### config.mk
export PLATFORM = sky130hd
export DESIGN_NAME = ppt_device_flat
export DESIGN_NICKNAME = d
export VERILOG_FILES = /design/src/inc/ppt_pkg.sv /design/src/inc/ppt_if.sv /design/src/rtl/ppt_device.sv /design/src/flat_wrapper.sv
export VERILOG_INCLUDE_DIRS = /design/src /design/src/inc
export SDC_FILE = /design/constraint.sdc
export NUM_CORES = 1
export LEC_CHECK = 0
export ABC_AREA = 1
export BUFFER_PORTS_ARGS = -buffer_cell sky130_fd_sc_hd__clkbuf_2
export CAP_MARGIN = 20
export CORE_MARGIN = 8
export CORE_UTILIZATION = 55
export DETAILED_ROUTE_END_ITERATION = 10
export MAX_ROUTING_LAYER = met4
export PLACE_DENSITY = 0.8
export RECOVER_POWER = 25
export SYNTH_ARGS = -nofsm -noshare
export SYNTH_HDL_FRONTEND = slang
export SYNTH_SLANG_ARGS = --single-unit
### constraint.sdc
create_clock -name clk_i -period 2.8 [get_ports clk_i]
set_input_delay 0.14 -clock clk_i [delete_from_list [all_inputs] [get_ports clk_i]]
set_output_delay 0.14 -clock clk_i [all_outputs]
set_load 0.02 [all_outputs]
### src/inc/ppt_defs.svh
// timing counts, field positions and register offsets for the pressure pulse train link
`ifndef PPT_DEFS_SVH
`define PPT_DEFS_SVH

// ----------------------------------------
// clock and timing
// ----------------------------------------
`define PPT_CLK_MHZ        50
`define PPT_START_DLY_US   1000
`define PPT_START_MAX_MS   100
`define PPT_START_DLY_CYC  (`PPT_START_DLY_US * `PPT_CLK_MHZ)
`define PPT_SLOW_HZ        5000
`define PPT_FAST_HZ        50000
`define PPT_SLOW_HALF_CYC  ((`PPT_CLK_MHZ * 1000000) / (2 * `PPT_SLOW_HZ))
`define PPT_FAST_HALF_CYC  ((`PPT_CLK_MHZ * 1000000) / (2 * `PPT_FAST_HZ))
`define PPT_TRIG_MIN_NS    1000
`define PPT_TRIG_MIN_CYC   ((`PPT_TRIG_MIN_NS * `PPT_CLK_MHZ + 999) / 1000)
`define PPT_MS_CYC         (`PPT_CLK_MHZ * 1000)
`define PPT_LOW_RES_DIV    10

// ----------------------------------------
// host register map (byte addresses)
// ----------------------------------------
`define PPT_REG_CTRL       8'h00
`define PPT_REG_GATE       8'h04
`define PPT_REG_COUNT      8'h08
`define PPT_REG_STATUS     8'h0C
`define PPT_CTRL_START     0
`define PPT_CTRL_CLR_DONE  1
`define PPT_STAT_BUSY      0
`define PPT_STAT_DONE      1
`define PPT_STAT_GATE      2
`define PPT_GATE_MS_RST    16'h0BB8

`endif

### src/inc/ppt_pkg.sv
// types shared by both ends of the pressure pulse train link
package ppt_pkg;

	// selected pressure unit
	typedef enum logic [3:0] {
		PPT_UNIT_HPA  = 4'h0,
		PPT_UNIT_KPA  = 4'h1,
		PPT_UNIT_PA   = 4'h2,
		PPT_UNIT_MBAR = 4'h3,
		PPT_UNIT_INHG = 4'h4,
		PPT_UNIT_MMHG = 4'h5,
		PPT_UNIT_TORR = 4'h6,
		PPT_UNIT_MMH2O = 4'h7,
		PPT_UNIT_PSIA = 4'h8
	} ppt_unit_t;

	// device burst sequencer
	typedef enum logic [3:0] {
		PPT_DEV_IDLE  = 4'h1,
		PPT_DEV_DELAY = 4'h2,
		PPT_DEV_LOW   = 4'h4,
		PPT_DEV_HIGH  = 4'h8
	} ppt_dev_state_t;

	// host counter sequencer
	typedef enum logic [2:0] {
		PPT_HST_IDLE = 3'h1,
		PPT_HST_TRIG = 3'h2,
		PPT_HST_GATE = 3'h4
	} ppt_hst_state_t;

endpackage : ppt_pkg

### src/inc/ppt_if.sv
// trigger and pulse lines between the barometer and the host counter
`timescale 1ns/1ps
interface ppt_if;
	logic trig;   // host to device, rests high
	logic pulse;  // device to host, rests high

	modport dev  (input trig, output pulse);
	modport host (output trig, input pulse);
endinterface : ppt_if

### src/rtl/ppt_device.sv
// barometer end: trigger edge detection and pressure pulse burst generator
//
// Added by the designer: the address map and the Wishbone slave port, both at the host end, not in this module.
`timescale 1ns/1ps
`include "ppt_defs.svh"

module ppt_device #(
	parameter int unsigned PW         = 24,
	parameter int unsigned START_CYC  = `PPT_START_DLY_CYC,
	parameter int unsigned SLOW_HALF  = `PPT_SLOW_HALF_CYC,
	parameter int unsigned FAST_HALF  = `PPT_FAST_HALF_CYC
) (
	input  wire logic               clk_i,
	input  wire logic               resetn_i,
	input  wire logic               ce_i,
	ppt_if.dev                      link,
	input  wire logic               pulse_enable_i,
	input  wire logic               trigger_wait_enable_switch_i,
	input  wire ppt_pkg::ppt_unit_t unit_i,
	input  wire logic               fast_rate_i,
	input  wire logic               high_res_i,
	input  wire logic               error_i,
	input  wire logic [PW-1:0]      pressure_i,
	input  wire logic [PW-1:0]      offset_i,
	output logic                    busy_o,
	output logic [PW-1:0]           burst_len_o
);
	import ppt_pkg::*;

	localparam int unsigned TW = 20;
	localparam logic [TW-1:0] START_LAST = TW'(START_CYC - 1);
	localparam logic [TW-1:0] SLOW_LAST  = TW'(SLOW_HALF - 1);
	localparam logic [TW-1:0] FAST_LAST  = TW'(FAST_HALF - 1);

	// ----------------------------------------
	// functions
	// ----------------------------------------

	// offset-corrected pressure in 0.01 units, divided down to the resolution
	function automatic logic [PW-1:0] burst_count(
		input logic [PW-1:0] press,
		input logic [PW-1:0] offs,
		input logic          hres
	);
		logic signed [PW:0] sum;
		logic [PW-1:0]      mag;
		sum = $signed({1'b0, press}) + $signed({offs[PW-1], offs});
		mag = sum[PW-1:0];
		if (sum <= 0) begin
			burst_count = '0;
		end else if (hres) begin
			burst_count = mag;
		end else begin
			burst_count = PW'(mag / PW'(`PPT_LOW_RES_DIV));
		end
	endfunction : burst_count

	// half period of one pulse at the selected rate
	function automatic logic [TW-1:0] half_last(input logic fast);
		half_last = fast ? FAST_LAST : SLOW_LAST;
	endfunction : half_last

	// ----------------------------------------
	// state
	// ----------------------------------------
	ppt_dev_state_t  state_r;
	ppt_dev_state_t  state_nxt;
	logic [TW-1:0]   tmr_r;
	logic [PW-1:0]   left_r;
	logic            fast_r;
	logic            trig_s1_r;
	logic            trig_s2_r;
	logic            trig_d_r;
	logic            pulse_r;
	logic            trig_fall;
	logic            armed;
	logic            tmr_done;
	logic [PW-1:0]   count_now;

	// ----------------------------------------
	// trigger input synchroniser
	// ----------------------------------------

	// the trigger pin is asynchronous to clk_i, so two flops before any use
	always_ff @(posedge clk_i or negedge resetn_i) begin
		if (!resetn_i) begin
			trig_s1_r <= 1'b1;
			trig_s2_r <= 1'b1;
			trig_d_r  <= 1'b1;
		end else if (ce_i) begin
			trig_s1_r <= link.trig;
			trig_s2_r <= trig_s1_r;
			trig_d_r  <= trig_s2_r;
		end
	end

	// falling edge only
	// a rising edge never starts a burst, so the trigger must rest high and pulse low
	assign trig_fall = trig_d_r & ~trig_s2_r;

	// host pulse width relied on
	// pulses of at least 1 us span many clocks, so the sampled edge is never missed

	assign armed = pulse_enable_i & trigger_wait_enable_switch_i
		& ((unit_i == PPT_UNIT_HPA) | (unit_i == PPT_UNIT_MBAR));

	assign count_now = burst_count(pressure_i, offset_i, high_res_i);
	assign tmr_done  = (tmr_r == '0);

	// ----------------------------------------
	// burst sequencer
	// ----------------------------------------

	// next state of the burst sequencer
	always_comb begin
		state_nxt = state_r;
		case (state_r)
			PPT_DEV_IDLE: begin
				if (trig_fall && armed && !error_i && count_now != '0) begin
					state_nxt = PPT_DEV_DELAY;
				end
			end
			PPT_DEV_DELAY: begin
				if (error_i) begin
					state_nxt = PPT_DEV_IDLE;
				end else if (tmr_done) begin
					state_nxt = PPT_DEV_LOW;
				end
			end
			PPT_DEV_LOW: begin
				if (tmr_done) begin
					state_nxt = PPT_DEV_HIGH;
				end
			end
			PPT_DEV_HIGH: begin
				if (tmr_done) begin
					state_nxt = (left_r == PW'(1)) ? PPT_DEV_IDLE : PPT_DEV_LOW;
				end
			end
			default: begin
				state_nxt = PPT_DEV_IDLE;
			end
		endcase
	end

	// state register; trigger edges outside idle fall through unseen
	always_ff @(posedge clk_i or negedge resetn_i) begin
		if (!resetn_i) begin
			state_r <= PPT_DEV_IDLE;
		end else if (ce_i) begin
			state_r <= state_nxt;
		end
	end

	// ----------------------------------------
	// phase timer
	// ----------------------------------------

	// one down-counter serves the start delay and both pulse phases
	always_ff @(posedge clk_i or negedge resetn_i) begin
		if (!resetn_i) begin
			tmr_r <= '0;
		end else if (ce_i) begin
			if (state_r == PPT_DEV_IDLE) begin
				tmr_r <= START_LAST;
			end else if (tmr_done) begin
				tmr_r <= half_last(fast_r);
			end else begin
				tmr_r <= tmr_r - TW'(1);
			end
		end
	end

	// ----------------------------------------
	// burst length and rate capture
	// ----------------------------------------

	// settings are frozen at the trigger so a change mid-burst cannot skew the count
	always_ff @(posedge clk_i or negedge resetn_i) begin
		if (!resetn_i) begin
			left_r      <= '0;
			fast_r      <= 1'b0;
			burst_len_o <= '0;
		end else if (ce_i) begin
			if (state_r == PPT_DEV_IDLE && state_nxt == PPT_DEV_DELAY) begin
				left_r      <= count_now;
				fast_r      <= fast_rate_i;
				burst_len_o <= count_now;
			end else if (state_r == PPT_DEV_HIGH && tmr_done) begin
				left_r <= left_r - PW'(1);
			end
		end
	end

	// ----------------------------------------
	// pulse output
	// ----------------------------------------

	// registered so the line carries no decode glitches
	always_ff @(posedge clk_i or negedge resetn_i) begin
		if (!resetn_i) begin
			pulse_r <= 1'b1;
		end else if (ce_i) begin
			pulse_r <= (state_nxt != PPT_DEV_LOW);
		end
	end

	assign link.pulse = pulse_r;
	assign busy_o     = (state_r != PPT_DEV_IDLE);

endmodule : ppt_device

### src/flat_wrapper.sv
// flat-port wrapper written by rule: the top's interface ports become plain ports
module ppt_device_flat import ppt_pkg::*;
#(
	parameter int unsigned PW         = 24,
	parameter int unsigned START_CYC  = `PPT_START_DLY_CYC,
	parameter int unsigned SLOW_HALF  = `PPT_SLOW_HALF_CYC,
	parameter int unsigned FAST_HALF  = `PPT_FAST_HALF_CYC
)
  (clk_i, resetn_i, ce_i, pulse_enable_i, trigger_wait_enable_switch_i, unit_i, fast_rate_i, high_res_i, error_i, pressure_i, offset_i, busy_o, burst_len_o, link_trig, link_pulse);
  ppt_if link_i ();
  input  wire logic clk_i;
  input  wire logic resetn_i;
  input  wire logic ce_i;
  input  wire logic pulse_enable_i;
  input  wire logic trigger_wait_enable_switch_i;
  input  wire ppt_pkg::ppt_unit_t unit_i;
  input  wire logic fast_rate_i;
  input  wire logic high_res_i;
  input  wire logic error_i;
  input  wire logic [PW-1:0] pressure_i;
  input  wire logic [PW-1:0] offset_i;
  output logic busy_o;
  output logic [PW-1:0] burst_len_o;
  input wire logic [$bits(link_i.trig)-1:0] link_trig;
  output wire logic [$bits(link_i.pulse)-1:0] link_pulse;
  assign link_i.trig = link_trig;
  assign link_pulse = link_i.pulse;
  ppt_device #(.PW(PW), .START_CYC(START_CYC), .SLOW_HALF(SLOW_HALF), .FAST_HALF(FAST_HALF)) u_core (.clk_i(clk_i), .resetn_i(resetn_i), .ce_i(ce_i), .link(link_i), .pulse_enable_i(pulse_enable_i), .trigger_wait_enable_switch_i(trigger_wait_enable_switch_i), .unit_i(unit_i), .fast_rate_i(fast_rate_i), .high_res_i(high_res_i), .error_i(error_i), .pressure_i(pressure_i), .offset_i(offset_i), .busy_o(busy_o), .burst_len_o(burst_len_o));
endmodule
==> out/results.txt, run 1 <==
Cell variety after synth = 52
root buf cell = clkbuf_16
cell area after synthesis = 0.00825 mm²
total CTS buffers = 9
largest net degree at the start of global routing = 78
status = did not finish
placed cells = 1790
syn_area_per_cell = 6.12 µm²
Worst EP Category = sequential cell input
Die Y = 138 µm
DPL Wire Length = 18.7 mm
predominant post-synthesis flop cell = dfrtp_1
GRT Overall Usage = 72.7%
CTS Buffer Depth = 2
Syn Inst Count = 1349
synth warn = 0
Mapped Nets = 1438
Port Buffers = 86
Log Error = [ERROR GRT-0232] Routing congestion too high. Check the congestion heatmap in the GUI.
Starting Density = 56.6%
register area share after synthesis = 23.4%
GRT overflow = 50
number of synthesized flops with an enable pin = 0
gpl congestion = 1.01
I/O pin count = 87
die width = 138 µm
failing step = global routing
Synth async-reset ratio = 100%
antenna violations before repair = 5
row count = 44
GRT worst endpoint = u_core.left_r[3]$_DFFE_PN0P_/D
synthesis-stage register bit count = 77
H-tree lvl count = 3
# clock sinks = 77
[timing repair]
item / 4_1_cts
endpoints found under the setup margin: 51
resized for setup: 136
pin swaps: 48
hold buffers: 1
gates cloned: 6
buffers inserted: 60
hold endpoints to repair: 23
[layer usage]
metal | global-route usage (%) | overflow
met5 | - | -
met4 | 68.9 | 12
met3 | 63.7 | 7
met2 | 85.4 | 30
met1 | 69.2 | 1
[synth_stat cells (2+ instances only)]
master / n / share of area, %
nand2_1: 498 / 23
inv_1: 163 / 7.4
nor2_1: 110 / 5.0
nand3_1: 83 / 5.0
dfrtp_1: 72 / 22
nand2_2: 64 / 4.9
nand4_1: 47 / 3.6
xor2_1: 32 / 3.4
o21ai_0: 31 / 1.9
ha_1: 27 / 4.1
inv_2: 24 / 1.1
a21oi_1: 23 / 1.4
nand3_2: 23 / 2.8
nor3_1: 15 / 0.91
xnor2_1: 15 / 1.6
nor4_1: 14 / 1.1
clkbuf_1: 9 / 0.41
o22ai_1: 9 / 0.68
buf_6: 8 / 1.1
nand2_4: 8 / 1.1
a22oi_1: 7 / 0.64
o21ai_1: 7 / 0.42
a21oi_2: 5 / 0.53
a31oi_1: 5 / 0.38
buf_4: 5 / 0.45
dfstp_2: 5 / 1.6
a31o_2: 4 / 0.42
clkinv_1: 4 / 0.18
or2_2: 4 / 0.30
nor2_2: 3 / 0.23
buf_2: 2 / 0.12
o2111ai_1: 2 / 0.21
or4_1: 2 / 0.18
[cells by family after synthesis]
family	after synthesis	share of synthesized area, %
simple gates	879	48.8
buf+inv	216	10.8
compound gates	101	7.46
flops	77	23.4
xor+xnor	47	4.99
fa+ha+maj	28	4.34
mux	1	0.121
[stage by stage]
| stage | worst slack (ps) | hold WS [ps] | TNS (ps) | area, µm² |
|---|---|---|---|---|
| after floorplan | -5500 | -156 | -276870 | 8430 |
| after global placement | -5990 | 344 | -303750 | 10400 |
| after detailed placement | -6570 | 352 | -332510 | 10400 |
| after CTS | -5980 | 5.98 | -301800 | 12000 |
==> run 2: changes to the inputs <==
Settings changed: CORE_UTILIZATION 55 to 40, MAX_ROUTING_LAYER met4 to default, PLACE_DENSITY 0.8 to default, PLACE_DENSITY_LB_ADDON from default to 0.15.
Clock period 2.8 ns to 3.65 ns, I/O delays scaled along.
==> run 2 against run 1 <==
  * Synthesized area is the same
  * Synthesized cell count stayed put
  * The flow now finishes, with violations (max-capacitance violations, max-slew violations, negative setup slack)
==> out/results.txt, run 2 <==
vias per cell = 5.11
Hold WS = 24.9 ps
predominant post-synthesis flop cell = dfrtp_1
worst hold stages = 3
die width = 160 µm (+15%)
antenna-violating nets left = 0
H-tree lvl count = 3 (unchanged)
synth warn = 0 (unchanged)
Startpoint Class = primary input
GRT Overall Usage = 20.6%
commonest cells after routing, fill and taps aside = nand2_1, buf_4, inv_1
drt wl/cell = 14.7 µm
Fin. Hold Viols = 0
DP Area = 0.0105 mm² (+1.2%)
total CTS buffers = 9 (unchanged)
first-pass GRT wire length = 44.8 mm
fin crit period = 9120 ps
most common cell after layout, fill and taps aside = nand2_1
Synth async-reset ratio = 100% (unchanged)
final instance area = 0.0134 mm²
Slew Viols, Final = 78
I/O pin count = 87 (unchanged)
register area share after synthesis = 23.4% (unchanged)
CTS tree = yes
worst hold path type = in2reg
failing checks = max-capacitance violations, max-slew violations, negative setup slack
clk slew on worst S/H paths = 60 ps
Syn Inst Count = 1349 (unchanged)
CP Class = in2reg
achievable clock frequency = 110 MHz
status = finished with violations
CTS Buffer Depth = 2 (unchanged)
final wirelength = 29.3 mm
placed cells = 1876 (+4.8%)
row count = 52 (+18%)
most frequent cell after synthesis = nand2_1
clk_lat worst skew = 340 ps
Finished Layout Cells = 1994
synthesis-stage register bit count = 77 (unchanged)
Setup crit end kind = register
P&R area growth vs syn = 62.0%
DPL Wire Length = 19.1 mm (+2.2%)
antenna violations before repair = 0
Port Buffers = 86 (unchanged)
R2R depth = 17
Finish-stage setup viols = 51
Mapped Nets = 1438 (unchanged)
cell area after synthesis = 0.00825 mm² (unchanged)
layout cells sized above 1 = 46.6%
root buf cell = clkbuf_16
RSZ-0062 raised after global routing = yes
Cell variety after synth = 52 (unchanged)
final worst slack = -5470 ps
max-cap check violation count = 1
GRT overflow = 0
CP required = 3870 ps
via count = 10188
post-cts hold buffer count = 0 (-1)
top cells by area, synth = nand2_1, dfrtp_1, inv_1
Slowest Stage Delay on Critical Path = 320 ps
Tcrit/Tclk final = 250%
ant diodes = 0
worst-path fanout max = 7
clk_skew = 6.03 ps
Starting Density = 40.8% (-16 points)
worst slew pin tran = 1920 ps
largest net degree at the start of global routing = 78
DIE AREA = 0.0255 mm²
number of synthesized flops with an enable pin = 0 (unchanged)
DRC viols = 0
Worst path most repeated cell = nand2_4
arrival time at the worst endpoint = 9340 ps
Nets = 1808
Die Y = 160 µm (+15%)
post-synth top area share = 22.7% (unchanged)
largest registers = u_core.burst_len_o (24), u_core.left_r (24), u_core.tmr_r (20)
gpl congestion = 0.883 (-12%)
Initial DRC Count = 607
Yosys top cell by area = nand2_1
CP max-delay cell = ha_4
Post-synth top cells = nand2_1, inv_1, nor2_1
core footprint = 0.0202 mm²
final core occ = 66.1%
syn_area_per_cell = 6.12 µm² (unchanged)
DRT Pass-1 Iters = 5
number of global-route vias before repair = 9621
worst relative slew slack = -28.0%
# clock sinks = 77 (unchanged)
==> run 2: cell counts after synthesis <==
Identical to the previous run, type by type.
==> run 2: cells by family after synthesis <==
logic type / share of synthesized area (%)
AO/OA/AOI/OAI: 7.46
XOR/XNOR: 4.99
adder cells (fa/ha/maj): 4.34
buffers and inverters: 10.8
flip-flops: 23.4
multiplexers: 0.121
AND/OR/NAND/NOR: 48.8
==> run 2: path summary, 6_finish.rpt <==
check | slack (ps) | to | start
max reg2reg | 410 | u_core.left_r[18] | u_core.left_r[0]
max in group asynchronous | 2150 | u_core.burst_len_o[17] | resetn_i
min reg2reg | 470 | u_core.link.pulse | u_core.link.pulse
min in group asynchronous | 380 | u_core.tmr_r[2] | resetn_i
min | 20 | u_core.trig_s1_r | link_trig
max | -5470 | u_core.burst_len_o[13] | offset_i[10]
==> run 2: timing repair <==
item,CTS,global route
gates cloned,5,10
pin swaps,47,96
gates resized for setup,135,235
setup endpoints to repair,51,51
buffers inserted,63,24
==> run 2: stage by stage <==
stage / setup slack, ps / setup TNS [ps]
3_3_place_gp: -5350 / -270970
3_5_place_dp: -5780 / -291850
6_report: -5470 / -275030
5_1_grt: -6130 / -310270
2_1_floorplan: -4690 / -235690
4_1_cts: -5190 / -262480
==> run 2: per-layer routing <==
layer / part of all wire (%) / GRT usage (%)
met2: 50 / 37.0
met5: 0 / 0
met4: 4.1 / 6.99
met1: 42 / 25.1
met3: 3.5 / 2.06
==> run 2: area by class of cell <==
cell class | count | area (µm²)
clock buffers | 13 | 270
clock inverters | 3 | 90.1
fillers | 1647 | 6870
inverters | 192 | 743
multi-input cells | 1059 | 7060
flip-flops and latches | 77 | 1930
well taps | 270 | 338
repair buffers | 380 | 2930
==> run 2: critical path: cells and delay by family <==
kind | cells | cell delay, ps
adder cells (fa/ha/maj) | 1 | 320
AO/OA/AOI/OAI | 2 | 510
AND/OR/NAND/NOR | 80 | 7170
buffers and inverters | 8 | 870
multiplexers | 1 | 230
Power of run 2 is left out: the tool's default activity adds up to more than one toggle a clock period on the data nets, which glitch-free logic cannot reach.
